**src/hdl/bridge_irq_pkg.sv**
```systemverilog
/*
  constants shared by the bridge interrupt and acknowledge logic.
  assumes a 32-bit AXI4-Lite register bus and one 50 MHz clock.
*/
package bridge_irq_pkg;
  // ----------------------------------------
  // register byte offsets
  // ----------------------------------------
  localparam logic [7:0] OFS_ENABLE = 8'h00;
  localparam logic [7:0] OFS_DIR = 8'h04;
  localparam logic [7:0] OFS_STATUS = 8'h08;
  localparam logic [7:0] OFS_SOFT = 8'h0C;
  localparam logic [7:0] OFS_MISC = 8'h10;
  localparam logic [7:0] OFS_ACK = 8'h14;
  localparam int ADDR_LSB = 2;
  localparam int ADDR_MSB = 7;
  // ----------------------------------------
  // field layout
  // ----------------------------------------
  localparam int NUM_EVT = 7;
  localparam int NUM_SOFT = 4;
  localparam int CFG_BIT = 7;
  localparam int SOFT_LSB = 8;
  localparam int NUM_SRC = 12;
  localparam int LINE_LSB = 0;
  localparam int PIN_LSB = 8;
  localparam int FIELD_W = 8;
  // ----------------------------------------
  // reset values and answers
  // ----------------------------------------
  localparam logic [NUM_SRC-1:0] SRC_ZERO = 12'h000;
  localparam logic [7:0] INT_LINE_RST = 8'h00;
  localparam logic [7:0] INT_PIN_RST = 8'h01;
  localparam logic [31:0] WORD_ZERO = 32'h0000_0000;
  localparam logic [1:0] RESP_OKAY = 2'h0;
  localparam logic [1:0] RESP_SLVERR = 2'h2;
  // transfer size code: 00 long, 01 byte, 10 half, 11 three bytes
  localparam logic [1:0] SIZE_LONG = 2'h0;
  localparam logic [1:0] SIZE_BYTE = 2'h1;
  localparam logic [1:0] SIZE_HALF = 2'h2;
  localparam logic [3:0] LANE_LONG = 4'hF;
  localparam logic [3:0] LANE_BYTE = 4'h1;
  localparam logic [3:0] LANE_HALF = 4'h3;
  localparam logic [3:0] LANE_TRI = 4'h7;
  // acknowledge cycle sequencing
  typedef enum logic [1:0] {
    ACK_IDLE,
    ACK_BUSY,
    ACK_READY
  } ack_state_t;
endpackage
```
**src/hdl/bridge_interrupt_and_iack_logic.sv**
```systemverilog
/*
  interrupt status, enable and steering for the bridge, plus the
  delayed-read acknowledge cycle generator.
  assumes event inputs are one-cycle pulses, config status bits are
  levels, and the pci master and local-bus ports share clk_i.
*/
// Local design decisions: the AXI4-Lite interface to the registers and the register addresses.
`timescale 1ns/100ps
// Function
// seven event sources: enable, map, flag each
// four software requests, each map and flag
// soft request sets flag, drives mapped output
// software interrupts ignore enable bits
// soft flag holds until written one
// interrupts never stall acknowledge processing
// config error bits rising set config flag; the code sets it on the level, not the edge
// config interrupt steered by own map bit
// master parity bit kept out of aggregation
// writing one clears config flag, interrupt
// local read of ack register runs cycle
// byte enables from size, low address
// local address passed to pci address
// ack read delayed: retry, latch, return
// local master repeats retried read
// ack writes ignored; pci reads zero
// single pci pin, pin field resets one
// pin field loadable, never gates output
// line field read/write, resets zero
// software clears source before flag
// events raise output only when enabled
// each output ORs qualified mapped flags
module bridge_interrupt_and_iack_logic
  import bridge_irq_pkg::*;
(
  input wire logic clk_i,
  input wire logic rst_n_i,
  input wire logic [31:0] s_axi_awaddr_i,
  input wire logic s_axi_awvalid_i,
  output logic s_axi_awready_o,
  input wire logic [31:0] s_axi_wdata_i,
  input wire logic [3:0] s_axi_wstrb_i,
  input wire logic s_axi_wvalid_i,
  output logic s_axi_wready_o,
  output logic [1:0] s_axi_bresp_o,
  output logic s_axi_bvalid_o,
  input wire logic s_axi_bready_i,
  input wire logic [31:0] s_axi_araddr_i,
  input wire logic s_axi_arvalid_i,
  output logic s_axi_arready_o,
  output logic [31:0] s_axi_rdata_o,
  output logic [1:0] s_axi_rresp_o,
  output logic s_axi_rvalid_o,
  input wire logic s_axi_rready_i,
  input wire logic [NUM_EVT-1:0] event_pulse_i,
  input wire logic detected_parity_err_i,
  input wire logic signalled_system_err_i,
  input wire logic received_master_abort_i,
  input wire logic received_target_abort_i,
  input wire logic signalled_target_abort_i,
  input wire logic eeprom_load_i,
  input wire logic [7:0] eeprom_int_pin_i,
  output logic pci_int_o,
  output logic pci_int_oe_n_o,
  output logic local_bus_irq_out_n_o,
  input wire logic lb_ack_read_i,
  input wire logic [31:0] lb_ack_addr_i,
  input wire logic [1:0] transfer_size_bits_i,
  output logic lb_ack_retry_o,
  output logic lb_ack_done_o,
  output logic [31:0] lb_ack_data_o,
  output logic pci_ack_req_o,
  output logic [31:0] pci_ack_addr_o,
  output logic [3:0] pci_ack_be_n_o,
  input wire logic pci_ack_done_i,
  input wire logic [31:0] pci_ack_data_i,
  input wire logic pci_ack_rd_i,
  output logic pci_ack_rd_valid_o,
  output logic [31:0] pci_ack_rd_data_o
);

  // ----------------------------------------
  // register bus slave
  // ----------------------------------------
  logic aw_held;
  logic w_held;
  logic [31:0] aw_addr;
  logic [31:0] w_data;
  logic [3:0] w_strb;
  logic wr_fire;
  logic [7:0] wr_ofs;
  logic [7:0] rd_ofs;
  logic [NUM_SRC-1:0] enable;
  logic [NUM_SRC-1:0] dir_map;
  logic [NUM_SRC-1:0] flag;
  logic [NUM_SOFT-1:0] soft_req;
  logic [7:0] int_line;
  logic [7:0] int_pin;
  logic [31:0] ack_data;
  logic cfg_any;
  logic wr_ok;
  logic [CFG_BIT:0] evt_map;
  logic [NUM_SOFT-1:0] soft_map;
  logic [NUM_SRC-1:0] set_vec;
  logic [NUM_SRC-1:0] clr_vec;
  logic [NUM_SRC-1:0] qual;
  logic [31:0] rd_word;
  logic rd_hit;
  ack_state_t ack_state;

  assign s_axi_awready_o = !aw_held && !s_axi_bvalid_o;
  assign s_axi_wready_o = !w_held && !s_axi_bvalid_o;
  assign s_axi_arready_o = !s_axi_rvalid_o;
  assign wr_fire = aw_held && w_held && !s_axi_bvalid_o;
  // upper address bits set: error answer, no register touched
  assign wr_ok = wr_fire && (aw_addr[31:ADDR_MSB+1] == '0);
  assign dir_map = {soft_map, evt_map};
  assign wr_ofs = {aw_addr[ADDR_MSB:ADDR_LSB], 2'h0};
  assign rd_ofs = {s_axi_araddr_i[ADDR_MSB:ADDR_LSB], 2'h0};

  // address and data may arrive in either order
  always_ff @(posedge clk_i) begin
    if (!rst_n_i) begin
      aw_held <= 1'b0;
      w_held <= 1'b0;
      aw_addr <= WORD_ZERO;
      w_data <= WORD_ZERO;
      w_strb <= 4'h0;
    end else begin
      if (s_axi_awvalid_i && s_axi_awready_o) begin
        aw_held <= 1'b1;
        aw_addr <= s_axi_awaddr_i;
      end else if (wr_fire) begin
        aw_held <= 1'b0;
      end
      if (s_axi_wvalid_i && s_axi_wready_o) begin
        w_held <= 1'b1;
        w_data <= s_axi_wdata_i;
        w_strb <= s_axi_wstrb_i;
      end else if (wr_fire) begin
        w_held <= 1'b0;
      end
    end
  end

  always_ff @(posedge clk_i) begin
    if (!rst_n_i) begin
      s_axi_bvalid_o <= 1'b0;
      s_axi_bresp_o <= RESP_OKAY;
    end else if (wr_fire) begin
      s_axi_bvalid_o <= 1'b1;
      s_axi_bresp_o <= (wr_ofs > OFS_ACK || aw_addr[31:ADDR_MSB+1] != '0) ? RESP_SLVERR : RESP_OKAY;
    end else if (s_axi_bready_i) begin
      s_axi_bvalid_o <= 1'b0;
    end
  end

  // ----------------------------------------
  // control registers
  // ----------------------------------------
  always_ff @(posedge clk_i) begin
    if (!rst_n_i) begin
      enable <= SRC_ZERO;
      evt_map <= SRC_ZERO[CFG_BIT:0];
      soft_req <= '0;
      int_line <= INT_LINE_RST;
    end else if (wr_ok && w_strb[0]) begin
      if (wr_ofs == OFS_ENABLE) begin
        enable <= {SRC_ZERO[NUM_SRC-1:CFG_BIT+1], w_data[CFG_BIT:0]};
      end
      if (wr_ofs == OFS_DIR) begin
        evt_map <= w_data[CFG_BIT:0];
      end
      // soft request bits
      if (wr_ofs == OFS_SOFT) begin
        soft_req <= w_data[NUM_SOFT-1:0];
      end
      // line field plain read/write
      if (wr_ofs == OFS_MISC) begin
        int_line <= w_data[LINE_LSB +: FIELD_W];
      end
    end
  end

  // soft map bits sit in the second byte lane
  always_ff @(posedge clk_i) begin
    if (!rst_n_i) begin
      soft_map <= '0;
    end else if (wr_ok && w_strb[1] && wr_ofs == OFS_DIR) begin
      soft_map <= w_data[NUM_SRC-1:SOFT_LSB];
    end
  end

  // pin field resets to one
  // eeprom load wins; local write may change it
  always_ff @(posedge clk_i) begin
    if (!rst_n_i) begin
      int_pin <= INT_PIN_RST;
    end else if (eeprom_load_i) begin
      int_pin <= eeprom_int_pin_i;
    end else if (wr_ok && w_strb[1] && wr_ofs == OFS_MISC) begin
      int_pin <= w_data[PIN_LSB +: FIELD_W];
    end
  end

  // ----------------------------------------
  // status flags
  // ----------------------------------------
  // master parity bit has no input, kept out of cfg_any
  assign cfg_any = detected_parity_err_i | signalled_system_err_i | received_master_abort_i
                 | received_target_abort_i | signalled_target_abort_i;

  always_comb begin
    set_vec = SRC_ZERO;
    clr_vec = SRC_ZERO;
    // event pulses set their flags
    set_vec[NUM_EVT-1:0] = event_pulse_i;
    // any config error bit set
    // level, not edge: flag re-sets until the source is cleared
    set_vec[CFG_BIT] = cfg_any;
    // writing a request bit sets its flag
    if (wr_ok && w_strb[0] && wr_ofs == OFS_SOFT) begin
      set_vec[NUM_SRC-1:SOFT_LSB] = w_data[NUM_SOFT-1:0];
    end
    // write one to clear, zero ignored
    if (wr_ok && wr_ofs == OFS_STATUS) begin
      clr_vec[CFG_BIT:0] = w_strb[0] ? w_data[CFG_BIT:0] : '0;
      clr_vec[NUM_SRC-1:SOFT_LSB] = w_strb[1] ? w_data[NUM_SRC-1:SOFT_LSB] : '0;
    end
  end

  // an event on the clear cycle survives: set wins
  generate
    for (genvar i = 0; i < NUM_SRC; i++) begin : g_flag
      always_ff @(posedge clk_i) begin
        if (!rst_n_i) begin
          flag[i] <= 1'b0;
        end else if (set_vec[i]) begin
          flag[i] <= 1'b1;
        end else if (clr_vec[i]) begin
          flag[i] <= 1'b0;
        end
      end
    end
  endgenerate

  // ----------------------------------------
  // interrupt steering
  // ----------------------------------------
  // events gated by enable; R4 soft flags ungated
  assign qual = flag & (enable | {{NUM_SOFT{1'b1}}, SRC_ZERO[SOFT_LSB-1:0]});

  // map one steers to pci pin, zero to local bus
  // pin field never gates the pin driver
  always_ff @(posedge clk_i) begin
    if (!rst_n_i) begin
      pci_int_oe_n_o <= 1'b1;
      local_bus_irq_out_n_o <= 1'b1;
    end else begin
      pci_int_oe_n_o <= !(|(qual & dir_map));
      local_bus_irq_out_n_o <= !(|(qual & ~dir_map));
    end
  end

  // open drain: only ever pulls low
  assign pci_int_o = 1'b0;

  // ----------------------------------------
  // register reads
  // ----------------------------------------
  always_comb begin
    rd_word = WORD_ZERO;
    rd_hit = (s_axi_araddr_i[31:ADDR_MSB+1] == '0);
    unique case (rd_ofs)
      OFS_ENABLE: rd_word[NUM_SRC-1:0] = enable;
      OFS_DIR: rd_word[NUM_SRC-1:0] = dir_map;
      OFS_STATUS: rd_word[NUM_SRC-1:0] = flag;
      OFS_SOFT: rd_word[NUM_SOFT-1:0] = soft_req;
      OFS_MISC: rd_word = {16'h0000, int_pin, int_line};
      OFS_ACK: rd_word = ack_data;
      default: rd_hit = 1'b0;
    endcase
  end

  always_ff @(posedge clk_i) begin
    if (!rst_n_i) begin
      s_axi_rvalid_o <= 1'b0;
      s_axi_rdata_o <= WORD_ZERO;
      s_axi_rresp_o <= RESP_OKAY;
    end else if (s_axi_arvalid_i && s_axi_arready_o) begin
      s_axi_rvalid_o <= 1'b1;
      s_axi_rdata_o <= rd_hit ? rd_word : WORD_ZERO;
      s_axi_rresp_o <= rd_hit ? RESP_OKAY : RESP_SLVERR;
    end else if (s_axi_rready_i) begin
      s_axi_rvalid_o <= 1'b0;
    end
  end

  // ----------------------------------------
  // acknowledge cycle generator
  // ----------------------------------------
  function automatic logic [3:0] lanes(input logic [1:0] transfer_size_bits, input logic [1:0] a);
    logic [3:0] m;
    begin
      unique case (transfer_size_bits)
        SIZE_LONG: m = LANE_LONG;
        SIZE_BYTE: m = LANE_BYTE;
        SIZE_HALF: m = LANE_HALF;
        default: m = LANE_TRI;
      endcase
      lanes = 4'(m << a);
    end
  endfunction

  // this machine never looks at interrupt state
  // retry until data latched, then return it
  // relies on the local master repeating the read
  always_ff @(posedge clk_i) begin
    if (!rst_n_i) begin
      ack_state <= ACK_IDLE;
      lb_ack_retry_o <= 1'b0;
      lb_ack_done_o <= 1'b0;
      lb_ack_data_o <= WORD_ZERO;
      pci_ack_req_o <= 1'b0;
      pci_ack_addr_o <= WORD_ZERO;
      pci_ack_be_n_o <= 4'hF;
      ack_data <= WORD_ZERO;
    end else begin
      lb_ack_retry_o <= 1'b0;
      lb_ack_done_o <= 1'b0;
      unique case (ack_state)
        ACK_IDLE: begin
          if (lb_ack_read_i) begin
            // read launches the pci cycle
            ack_state <= ACK_BUSY;
            lb_ack_retry_o <= 1'b1;
            pci_ack_req_o <= 1'b1;
            // address passed through unchanged
            pci_ack_addr_o <= lb_ack_addr_i;
            // lanes from size and low address
            pci_ack_be_n_o <= ~lanes(transfer_size_bits_i, lb_ack_addr_i[1:0]);
          end
        end
        ACK_BUSY: begin
          lb_ack_retry_o <= lb_ack_read_i;
          if (pci_ack_done_i) begin
            ack_state <= ACK_READY;
            pci_ack_req_o <= 1'b0;
            ack_data <= pci_ack_data_i;
          end
        end
        ACK_READY: begin
          if (lb_ack_read_i) begin
            ack_state <= ACK_IDLE;
            lb_ack_done_o <= 1'b1;
            lb_ack_data_o <= ack_data;
          end
        end
      endcase
    end
  end

  // pci side reads zero, starts nothing
  always_ff @(posedge clk_i) begin
    if (!rst_n_i) begin
      pci_ack_rd_valid_o <= 1'b0;
      pci_ack_rd_data_o <= WORD_ZERO;
    end else begin
      pci_ack_rd_valid_o <= pci_ack_rd_i;
      pci_ack_rd_data_o <= WORD_ZERO;
    end
  end

endmodule // bridge_interrupt_and_iack_logic

```
**config.mk**
```make
export PLATFORM = sky130hd
export DESIGN_NAME = bridge_interrupt_and_iack_logic
export DESIGN_NICKNAME = d
export VERILOG_FILES = /design/src/hdl/bridge_irq_pkg.sv /design/src/hdl/bridge_interrupt_and_iack_logic.sv
export SDC_FILE = /design/constraint.sdc
export NUM_CORES = 1
export LEC_CHECK = 0
export ABC_AREA = 1
export BUFFER_PORTS_ARGS = -buffer_cell sky130_fd_sc_hd__buf_2
export CAP_MARGIN = 10
export CORE_MARGIN = 2
export CORE_UTILIZATION = 46
export DETAILED_ROUTE_END_ITERATION = 10
export HOLD_SLACK_MARGIN = 0.12
export PLACE_DENSITY_LB_ADDON = 0.12
export SLEW_MARGIN = 20
export SYNTH_ARGS = -nofsm -noshare
export SYNTH_HDL_FRONTEND = slang
export SYNTH_SLANG_ARGS = --single-unit
```
**constraint.sdc**
```tcl
create_clock -name clk_i -period 1.45 [get_ports clk_i]
set_input_delay 0.29 -clock clk_i [delete_from_list [all_inputs] [get_ports clk_i]]
set_output_delay 0.29 -clock clk_i [all_outputs]
set_load 0.01 [all_outputs]
```
---- Word level (Yosys, flattened, before mapping) ----
Cells that the tools add are included.
cells by class
  equal/unequal tests ..................... 16
  shift-type cells ........................ 1
  bitwise logic cells ..................... 9
  mux-type cells .......................... 57
  $lt $le $gt $ge ......................... 1
  reduce and logical (&&, ||, !) cells .... 59
operators by type and width
  cell                  count
  $logic_not A24 Y1     2
  $pmux W20 S2          1
  $pmux W8 S5           1
  $and A12 B12 Y12      3
  $reduce_bool A2 Y1    18
  $mux W1               35
  $mux W32              1
  $eq A6 B2 Y1 const B  4
  $mux W8               3
  $pmux W4 S6           1
  $reduce_bool A24 Y1   1
  $reduce_or A12 Y1     2
  $mux W4               5
  $eq A6 B3 Y1 const B  3
  $logic_not A8 Y1      2
  $reduce_and A2 Y1     8
  $logic_and A1 B1 Y1   14
  $eq A6 B1 Y1 const B  2
  $mux W12              1
  $not A12 Y12          1
  $pmux W4 S3           1
  $mux W2               5
  $gt A8 B5 Y1 const B  1
  $logic_not A1 Y1      6
  other kinds (12)      22
storage, ports and cells
  register bits ........................... 250
  output and inout port bits .............. 148

---- Depth between registers and ports, before layout ----
Gate-level depths: netlist of the first run.
  word-level depth ........................ 7
  gate-level depth with buffers ........... 11
  mapped depth without buffers ............ 10

---- Least setup slack after synthesis of the first run ----
Ideal clock, no wire load.
  path type ............................... register to register
  start ................................... reg s_axi_bvalid_o
  end ..................................... reg flag[7]
  period minus slack after synthesis ...... 1427 ps
  stages on the path, launching flop included .. 10
  data required time ...................... 1318 ps
  arrival time ............................ 1295 ps
  path slack .............................. 23 ps
  path buffers ............................ 1
  cells stage by stage .................... dfxtp_1 -> inv_2 -> nand3_2 -> nor2_1 -> nand2_1 -> nor2_4 -> buf_2 -> nand4_1 -> nand2_1 -> a21oi_1
between the ends
  word-level cells in the longest chain between the ends .. 6
RTL lines
  item                                 line                                    text
  start: declaration                   bridge_interrupt_and_iack_logic.sv:45   output logic s_axi_bvalid_o,
  start signal: assignment             bridge_interrupt_and_iack_logic.sv:147  s_axi_bvalid_o <= 1'b0;
  start signal: assignment             bridge_interrupt_and_iack_logic.sv:150  s_axi_bvalid_o <= 1'b1;
  start signal: assignment             bridge_interrupt_and_iack_logic.sv:153  s_axi_bvalid_o <= 1'b0;
  $logic_not A1 Y1                     bridge_interrupt_and_iack_logic.sv:113  assign wr_fire = aw_held && w_held && !s_axi_bvalid_o;
  $logic_and A1 B1 Y1                  bridge_interrupt_and_iack_logic.sv:113
  $logic_and A1 B1 Y1                  bridge_interrupt_and_iack_logic.sv:115  assign wr_ok = wr_fire && (aw_addr[31:ADDR_MSB+1] == '0);
  $logic_and A1 B1 Y1                  bridge_interrupt_and_iack_logic.sv:225  if (wr_ok && wr_ofs == OFS_STATUS) begin
  $mux W12                             bridge_interrupt_and_iack_logic.sv:225
  $reduce_bool A2 Y1 (no source line)  --
  end signal: indexed assignment       bridge_interrupt_and_iack_logic.sv:236  flag[i] <= 1'b0;
  end signal: indexed assignment       bridge_interrupt_and_iack_logic.sv:238  flag[i] <= 1'b1;
  end signal: indexed assignment       bridge_interrupt_and_iack_logic.sv:240  flag[i] <= 1'b0;
  end: declaration                     bridge_interrupt_and_iack_logic.sv:94   logic [NUM_SRC-1:0] flag;
No other way between the ends.
A chain may end at the register's enable or synchronous reset.

---- Final worst setup path of the first run ----
  start ................................... reg aw_addr[23]
  end ..................................... reg soft_req[1]
between the ends
  word-level cells in the longest chain between the ends .. 4
RTL lines
  item                                line                                    text
  start: declaration                  bridge_interrupt_and_iack_logic.sv:86   logic [31:0] aw_addr;
  start signal: assignment            bridge_interrupt_and_iack_logic.sv:131  aw_addr <= s_axi_awaddr_i;
  $logic_not A24 Y1                   bridge_interrupt_and_iack_logic.sv:115
  $logic_and A1 B1 Y1                 bridge_interrupt_and_iack_logic.sv:115
  $logic_and A1 B1 Y1                 bridge_interrupt_and_iack_logic.sv:166  end else if (wr_ok && w_strb[0]) begin
  $reduce_and A2 Y1 (no source line)  --
  end signal: assignment              bridge_interrupt_and_iack_logic.sv:175  soft_req <= w_data[NUM_SOFT-1:0];
  end: declaration                    bridge_interrupt_and_iack_logic.sv:95   logic [NUM_SOFT-1:0] soft_req;
No other way between the ends.

==> flow_summary.ini, run 1 <==
[run_status]
status = finished, violations left
violations = negative setup slack

[pwr]
power.leakage_nw = 6.87
peakVddDrop_mv = 1.22
power_w = 0.0195
pwr_density_cell_mw_per_mm2 = 1300

[routing]
dr.pass1.iters = 5
detail-route-antenna-nets = 0
routedWlPerCell_um = 14.7
drc = 0
viasPerCell = 4.92
drtIter0Drc = 509
wl_um = 32300
vias = 10900

[timing]
period_needed_ns = 1.52
fin_setup_tns_ns = -0.736
rsz0062_at_grt = yes
whs_ns = 0.154
slew_violations = 0
hold_violations = 0
finalSetupViolCount = 28
setup_ws_ns = -0.0703
post-route-period-util_pct = 105
max_freq_mhz = 658
skew_ns = 0.0135

[logic_synthesis]
avgSynthCellArea_um2 = 7.12
yosysTopAreaCell = dfxtp_1
yosysTopAreaCellShare_pct = 47.8
synth_area_leaders = dfxtp_1 (48%), nor2_1 (14%), nand2_1 (8.1%)
synthesis.area_mm2 = 0.0103
synth.distinct_cells = 39
yosysWarningCount = 0
yosysSeqAreaShare_pct = 47.8
ys_ff_latch = 246
syn_inst = 1447

[run]
drv_cap = 0

[setup_path]
crit_path_start_kind = flop
critPathCaptureType = flop
crit_fanout = 8
worstPathRequired_ns = 1.91
critPathArrivalTime_ns = 1.98
crit_type = reg2reg

[cells_and_area]
final_cell_mix = nor2_1 (365), buf_2 (284), dfxtp_1 (236)
finalNonFillerCells = 2204
fillers = 1884
final_common_cell = nor2_1
area_delta_synth_final_pct = 45.8
nets = 2106
drive_above_1_share_pct = 27.0
stdcell_area_mm2 = 0.0150

[global_routing]
grt_overflow = 0
grt_pass1_wl_um = 51000
antenna_found_initial = 0
track_usage_pct = 26.1
grt_start_max_net_pins = 73
grt_pass1_vias = 10400

[floorplanning]
fp.dieH_um = 154
io_pins = 345
core_area_mm2 = 0.0219
dieArea_mm2 = 0.0236
die_x_um = 154
rows = 54
start_util_pct = 47.1

[placement]
routabilityCongestion = 0.870
portBuffers = 287
placed_cell_area_mm2 = 0.0123
place_inst = 2014
hpwl_um = 21100

[clock_network]
cts_buffers = 27
cts_sinks = 246
cts_tree = built
cts_root_buffer = clkbuf_16
cts_buffer_depth = 3
clk_pin_slew_ns = 0.06
clkLatencyLatePin_ns = 0.53
cts_max_level = 1

[worst_hold_path]
hold_path.class = in2reg
-- layer usage --
metal  track usage (%)  share of wire (%)  wire [um]
met4              8.48                3.1        987
met2              46.5                 49      15800
met5                 0                  0          0
met3              5.02                6.2       2000
met1              31.6                 42      13500
-- report_power, final --
group	switching [W]	internal, W
Sequential	0.000552	0.00765
Clock	0.00273	0.00426
Combinational	0.00242	0.00186
-- flip-flops by register name (all words and copies together) (netlist names), 2 cells and up --
name and cells:
soft_req 4, w_data 16, flag 12, lb_ack_data_o 32, pci_ack_addr_o 32, ack_state 2
int_line 8, enable 8, evt_map 8, int_pin 8, s_axi_rdata_o 32, pci_ack_be_n_o 4
w_strb 2, aw_addr 30, ack_data 32, soft_map 4
-- critical path, cell delays in order (launching register included) --
cell     delay, ns
dfxtp_2       0.32
nor2_1        0.09
nand2_1       0.10
nor2_1        0.12
nand2_1       0.09
nor2_4        0.13
buf_12        0.15
nand2_4       0.05
nor2_4        0.17
nand2_2       0.11
a21oi_2       0.13
-- cell type report --
class	count	area (um2)	area share [%]
Sequential cell	246	4940	32.9
Multi-Input combinational cell	1012	4780	31.8
Timing Repair Buffer	494	3570	23.8
Clock buffer	40	825	5.49
Inverter	122	463	3.08
Tap cell	280	350	2.33
Clock inverter	9	97.6	0.650
Antenna cell	1	2.50	0.0167
-- synthesized netlist by cell type, drive strengths merged --
library cell and instances:
a21oi 89, conb 1, o21a 1, o22ai 4, o211ai 1, or2 1
ha 6, a22oi 1, clkinv 2, nor3b 1, nand2 225, o311ai 1
a311oi 2, a211oi 1, nor3 15, buf 51, nor4 2, nand4 19
clkbuf 51, nor2 385, dfxtp 246, inv 120, a221oi 2, o21ai 178
nand3 42
-- logic make-up (layout without fill, tap and decap cells) --
family | count (synthesis) | after routing | share of synthesized area (%)
AO/OA/AOI/OAI | 280 | 280 | 14.2
buffers and inverters | 224 | 665 | 9.74
AND/OR/NAND/NOR | 690 | 691 | 27.5
other | 1 | 36 | 0.0364
adder cells (fa/ha/maj) | 6 | 6 | 0.729
flip-flops | 246 | 246 | 47.8
-- through the flow --
stage                     setup slack (ns)  utilization (%)
after CTS                          -0.0356             67.1
after floorplan                     0.0227                -
after detailed placement            -0.185             56.3
after global placement              -0.130             56.3
after global routing                -0.164             68.6
final                              -0.0703             68.6
-- repair_timing --
action,4_1_cts,5_1_grt
hold endpoints to repair,136,0
endpoints found under the setup margin,39,132
setup buffers,6,2
cloned,0,3
hold buffers,130,0
gates resized for setup,26,95
pin swaps,21,28
-- final timing paths --
path	slack (ns)	to	depth (start not counted)	from
min reg2reg	0.45	pci_ack_be_n_o[0]	2	pci_ack_be_n_o[0]
max reg2reg	-0.07	soft_req[1]	10	aw_addr[23]
min	0.15	int_pin[7]	5	eeprom_int_pin_i[7]
max	-0.07	soft_req[1]	10	aw_addr[23]
Power figures use the tool's default switching activity.
==> run 2: changes to the inputs <==
--- a/config.mk
+++ b/config.mk
@@ -6,13 +6,14 @@
 export NUM_CORES = 1
 export LEC_CHECK = 0
 export ABC_AREA = 1
-export BUFFER_PORTS_ARGS = -buffer_cell sky130_fd_sc_hd__buf_2
+export BUFFER_PORTS_ARGS = -buffer_cell sky130_fd_sc_hd__buf_4
 export CAP_MARGIN = 10
 export CORE_MARGIN = 2
-export CORE_UTILIZATION = 46
+export CORE_UTILIZATION = 45
 export DETAILED_ROUTE_END_ITERATION = 10
 export HOLD_SLACK_MARGIN = 0.12
 export PLACE_DENSITY_LB_ADDON = 0.12
+export RECOVER_POWER = 100
 export SLEW_MARGIN = 20
 export SYNTH_ARGS = -nofsm -noshare
 export SYNTH_HDL_FRONTEND = slang
==> run 2 against run 1 <==
The run still ends with negative setup slack left. Setup slack lost 0.043 ns. Highest routed layer unchanged. Routed wire length shrank 2.6%. Die area is 2.2% higher. Via count down 2.3%. Cell area is 0.40% higher. Largest power group unchanged. Largest cell class unchanged.
==> flow_summary.ini, run 2 (synthesis results as in run 1) <==
[run_status]
status = finished, violations left
violations = negative setup slack

[floorplanning]
io_pins = 345
dieArea_mm2 = 0.0241
core_area_mm2 = 0.0226
start_util_pct = 45.6
die_x_um = 155
fp.dieH_um = 155
rows = 55

[setup_path]
worst-path-stages = 3
crit_fanout = 3
critPathArrivalTime_ns = 1.27
critPathSlowestCell = dfxtp_1
r2r_start = aw_addr[12]
critPathCaptureType = output port
reg2reg_to = int_pin[5]
path_cells = clkbuf_2 > nor2_2 > buf_6
ff2ff_path_depth = 10
crit_type = reg2out
path_delay_family = flip-flops
worstPathRequired_ns = 1.16
crit_path_start_kind = flop
cp_num_buf_inv = 2
max_stage_delay_ns = 0.32
ff2ff_setup_slack_ns = -0.07

[routing]
vias = 10600
viasPerCell = 4.84
drtIter0Drc = 576
wl_um = 31500
routedWlPerCell_um = 14.4
drc = 0
dr.pass1.iters = 5
detail-route-antenna-nets = 0

[pwr]
internal_power_w = 0.0133
peakVddDrop_mv = 0.999
p_clk_share_pct = 35.4
power.leakage_nw = 6.46
comb_power_share_pct = 21.3
p_seq_share_pct = 43.3
pwr_density_cell_mw_per_mm2 = 1260
netSwitchingFraction_pct = 29.8
power.switching_w = 0.00565

[cells_and_area]
fillers = 2035
final_common_cell = nor2_1
drive_above_1_share_pct = 21.2
finalNonFillerCells = 2189
n_antenna_cell = 0
final_cell_mix = nor2_1 (351), dfxtp_1 (237), buf_4 (203)
nets = 2089
area_delta_synth_final_pct = 46.4

[placement]
hpwl_um = 21200
routabilityCongestion = 0.922
dp_slack_ns = -0.166
portBuffers = 287
place_inst = 2008

[worst_hold_path]
min_to = int_pin[0]
hold_depth = 4
holdCritStartpoint = eeprom_load_i
hold_path.class = in2reg

[global_routing]
grt_start_max_net_pins = 77
track_usage_pct = 25.0
antenna_found_initial = 0
grt_pass1_wl_um = 49500
grt_pass1_vias = 10100
grt_overflow = 0

[timing]
post-route-period-util_pct = 108
period_needed_ns = 1.56
rsz0062_at_grt = yes
max_freq_mhz = 640
setup_ws_ns = -0.113
worst_pin_slew_ns = 0.565
hold_violations = 0
whs_ns = 0.147
maxSlewHeadroom_pct = 62.3
slew_violations = 0
skew_ns = 0.0161
finalSetupViolCount = 40

[clock_network]
cts_root_buffer = clkbuf_16
cts_sinks = 246
clkLatencyLatePin_ns = 0.54
cts_max_level = 1
cts_buffers = 26
clk_pin_slew_ns = 0.06
cts_buffer_depth = 3
cts_tree = built

[run]
drv_cap = 0
[run 2: cell count changes in the layout (fill, tap and decap cells not counted), moves of 11 or more]
cell	change
buf_2	-283
buf_4	+152
clkbuf_1	+111
nor2_2	+18
nor2_1	-14
nand2_1	-11
[run 2: layout make-up]
type / count / area [um2] / share of cell area [%]
clock buffer: 40 / 803 / 5.33
inverter: 122 / 465 / 3.09
clock inverter: 6 / 66.3 / 0.440
timing repair buffer: 478 / 3640 / 24.1
tap: 285 / 357 / 2.36
sequential: 246 / 4940 / 32.7
multi-input combinational: 1012 / 4810 / 31.9
[run 2: tightest hold or removal path: stages]
cell,delay (ns)
buf_4,0.17
nor2_4,0.05
nand2_2,0.05
nand3_2,0.06
[run 2: stage by stage]
stage               instance area, um2  power [W]  setup TNS [ns]  utilization (%)
finish                           15100     0.0189           -1.72             66.8
global route                     15100     0.0200          -10.68             66.8
CTS                              15300     0.0194           -1.68             67.6
detailed placement               12900     0.0123           -7.21             57.3
global placement                 12900     0.0123           -5.41             57.3
floorplan                        10400     0.0104               0                -
[run 2: what timing repair did]
item,CTS,global route
pin swaps,30,25
buffers inserted,4,0
endpoints found under the hold margin,128,0
hold buffers,129,0
setup endpoints to repair,53,93
gates resized for setup,32,102
gates cloned,1,1
[run 2: how the worst max path moves through the flow]
| stage | start | endpoint | slack [ns] |
|---|---|---|---|
| 3_3_place_gp | s_axi_araddr_i[7] | s_axi_rdata_o[6] | -0.16 |
| 3_5_place_dp | s_axi_araddr_i[7] | s_axi_rdata_o[26] | -0.17 |
| 5_1_grt | aw_addr[19] | evt_map[2] | -0.20 |
| 6_report | s_axi_bvalid_o | s_axi_awready_o | -0.11 |
| 2_1_floorplan | s_axi_bvalid_o | flag[7] | 0.02 |
| 4_1_cts | aw_addr[21] | int_pin[7] | -0.07 |
[run 2: power by group through the flow]
stage / logic [W] / registers, W / clock network, W
after global placement: 0.00397 / 0.00829 / 0
after CTS: 0.00435 / 0.00819 / 0.00684
final: 0.00403 / 0.00820 / 0.00671
after global routing: 0.00453 / 0.00831 / 0.00713
after floorplan: 0.00200 / 0.00842 / 0
after detailed placement: 0.00402 / 0.00832 / 0
[run 2: per-layer routing]
metal	part of all wire (%)	GRT usage, %	wire, um	vias to the layer above
li1	-	-	-	5415
met1	43	31.4	13600	4761
met2	47	43.2	14900	371
met3	7.4	5.77	2350	54
met4	2.1	7.12	672	0
met5	0	0	0	-
==> run 3: changes to the inputs <==
--- a/config.mk
+++ b/config.mk
@@ -6,11 +6,11 @@
 export NUM_CORES = 1
 export LEC_CHECK = 0
 export ABC_AREA = 1
-export BUFFER_PORTS_ARGS = -buffer_cell sky130_fd_sc_hd__buf_4
 export CAP_MARGIN = 10
 export CORE_MARGIN = 2
 export CORE_UTILIZATION = 45
 export DETAILED_ROUTE_END_ITERATION = 10
+export DONT_BUFFER_PORTS = 1
 export HOLD_SLACK_MARGIN = 0.12
 export PLACE_DENSITY_LB_ADDON = 0.12
 export RECOVER_POWER = 100
==> run 3 against run 2 <==
The flow finishes with violations (negative hold slack, negative setup slack). Count of clock-buffer cells in the layout down 6. Combinational power is 34% lower. Non-clock buffer count decreased by 388. Clock power increased by 1%. Fmax rose by 3.1%. Via count decreased by 15%. Flip-flop and latch count unchanged. Register-to-register slack is essentially flat. Cell area fell by 20%. Setup slack better by 0.047 ns. Critical path type is now reg2reg. Critical endpoint is now w_data[8]. Largest cell class unchanged.
==> flow_summary.ini, run 3 (synthesis results as in run 1) <==
[run_status]
status = finished, violations left
violations = negative hold slack, negative setup slack

[placement]
place_inst = 1723
placed_cell_area_mm2 = 0.0108
routabilityCongestion = 0.851
portBuffers = 0
hpwl_um = 19700

[timing]
whs_ns = -0.113
finalSetupViolCount = 55
max_freq_mhz = 660
period_needed_ns = 1.52
hold_violations = 162
setup_ws_ns = -0.0656
slew_violations = 0
skew_ns = 0.00927
maxSlewHeadroom_pct = 65.1
worst_pin_slew_ns = 0.524
post-route-period-util_pct = 105
rsz0062_at_grt = yes

[routing]
wl_um = 27800
drtIter0Drc = 566
detail-route-antenna-nets = 0
drc = 0
dr.pass1.iters = 5
routedWlPerCell_um = 15.4
vias = 9008
viasPerCell = 4.99

[floorplanning]
start_util_pct = 45.6
io_pins = 345
fp.dieH_um = 155
die_x_um = 155
rows = 55
dieArea_mm2 = 0.0241
core_area_mm2 = 0.0226

[global_routing]
grt_pass1_wl_um = 43800
grt_overflow = 0
grt_pass1_vias = 8450
antenna_found_initial = 6
track_usage_pct = 22.3
grt_start_max_net_pins = 187

[cells_and_area]
final_common_cell = nor2_1
final_cell_mix = nor2_1 (364), dfxtp_1 (240), nand2_1 (218)
fillers = 2261
fin_util_pct = 53.7
drive_above_1_share_pct = 11.5
finalNonFillerCells = 1805
nets = 1701
stdcell_area_mm2 = 0.0121
area_delta_synth_final_pct = 17.7

[worst_hold_path]
hold_path.class = in2reg
holdCritStartpoint = rst_n_i

[clock_network]
cts_max_level = 1
clkLatencyLatePin_ns = 0.52
cts_sinks = 246
cts_root_buffer = clkbuf_16
clk_pin_slew_ns = 0.06
cts_buffers = 26
cts_tree = built
cts_buffer_depth = 3

[setup_path]
worstPathRequired_ns = 1.86
critPathArrivalTime_ns = 1.93
r2r_start = s_axi_bvalid_o
ff2ff_setup_slack_ns = -0.07
crit_fanout = 25
crit_type = reg2reg
crit_path_start_kind = flop
startpoint = s_axi_bvalid_o
critPathCaptureType = flop

[run]
drv_cap = 0

[pwr]
peakVddDrop_mv = 1.14
power_w = 0.0180
pwr_density_cell_mw_per_mm2 = 1480
power.leakage_nw = 5.00
run 3: cell types whose count changed in the layout (fill, tap and decap cells not counted), moves of 9 or more:
cell           change
a21oi_1            +9
a21oi_2            -9
buf_4            -165
clkbuf_1         -109
dlygate4sd3_1    -105
nand2_1           +24
nand2_2           -18
nor2_1            +13
nor2_2            -13
run 3: final cells by class:
type / instances / area, um2 / area share, %
Antenna cell: 4 / 10.0 / 0.0826
Sequential cell: 246 / 4930 / 40.7
Tap cell: 285 / 357 / 2.94
Clock buffer: 34 / 732 / 6.04
Inverter: 122 / 458 / 3.78
Timing Repair Buffer: 90 / 867 / 7.15
Multi-Input combinational cell: 1012 / 4620 / 38.2
Clock inverter: 12 / 141 / 1.17
run 3: metal layers:
layer	track usage, %	vias to the layer above	routed length [um]
li1	-	4640	-
met1	29.0	3986	12300
met2	36.3	325	12400
met3	6.46	53	2400
met4	6.51	4	717
met5	0	-	28
run 3: through the flow:
| stage | TNS, ns | setup WS, ns |
|---|---|---|
| final | -1.59 | -0.0656 |
| after global routing | -14.17 | -0.194 |
| after global placement | -2.57 | -0.0966 |
| after detailed placement | -3.32 | -0.108 |
| after floorplan | 0 | 0.0227 |
| after CTS | -1.38 | -0.0697 |
run 3: path summary, 6_finish.rpt:
check                                          to  cells after the start
worst min register to register         w_data[14]                      2
worst max-delay path                    w_data[8]                      9
worst max register to register          w_data[8]                      9
worst min-delay path            pci_ack_be_n_o[2]                      1
run 3: timing repair:
action / 4_1_cts / 5_1_grt
cloned: 1 / 0
endpoints found under the hold margin: 202 / 184
setup buffers: 7 / 0
resized for setup: 29 / 34
hold buffers: 22 / 2
pin swaps: 17 / 8
endpoints found under the setup margin: 52 / 111
run 3: critical path: stages, from the launching register on:
cell and delay, ns:
dfxtp_1 0.37, buf_6 0.14, nor2_4 0.04, clkbuf_4 0.12, nand2_1 0.04, clkbuf_4 0.27
inv_1 0.11, buf_12 0.16, nor2_1 0.10, nor2_1 0.05
run 3: power by group:
group	internal, W	switching, W	total (W)
logic	0.00104	0.00162	0.00266
registers	0.00765	0.000879	0.00853
clock network	0.00408	0.00272	0.00680
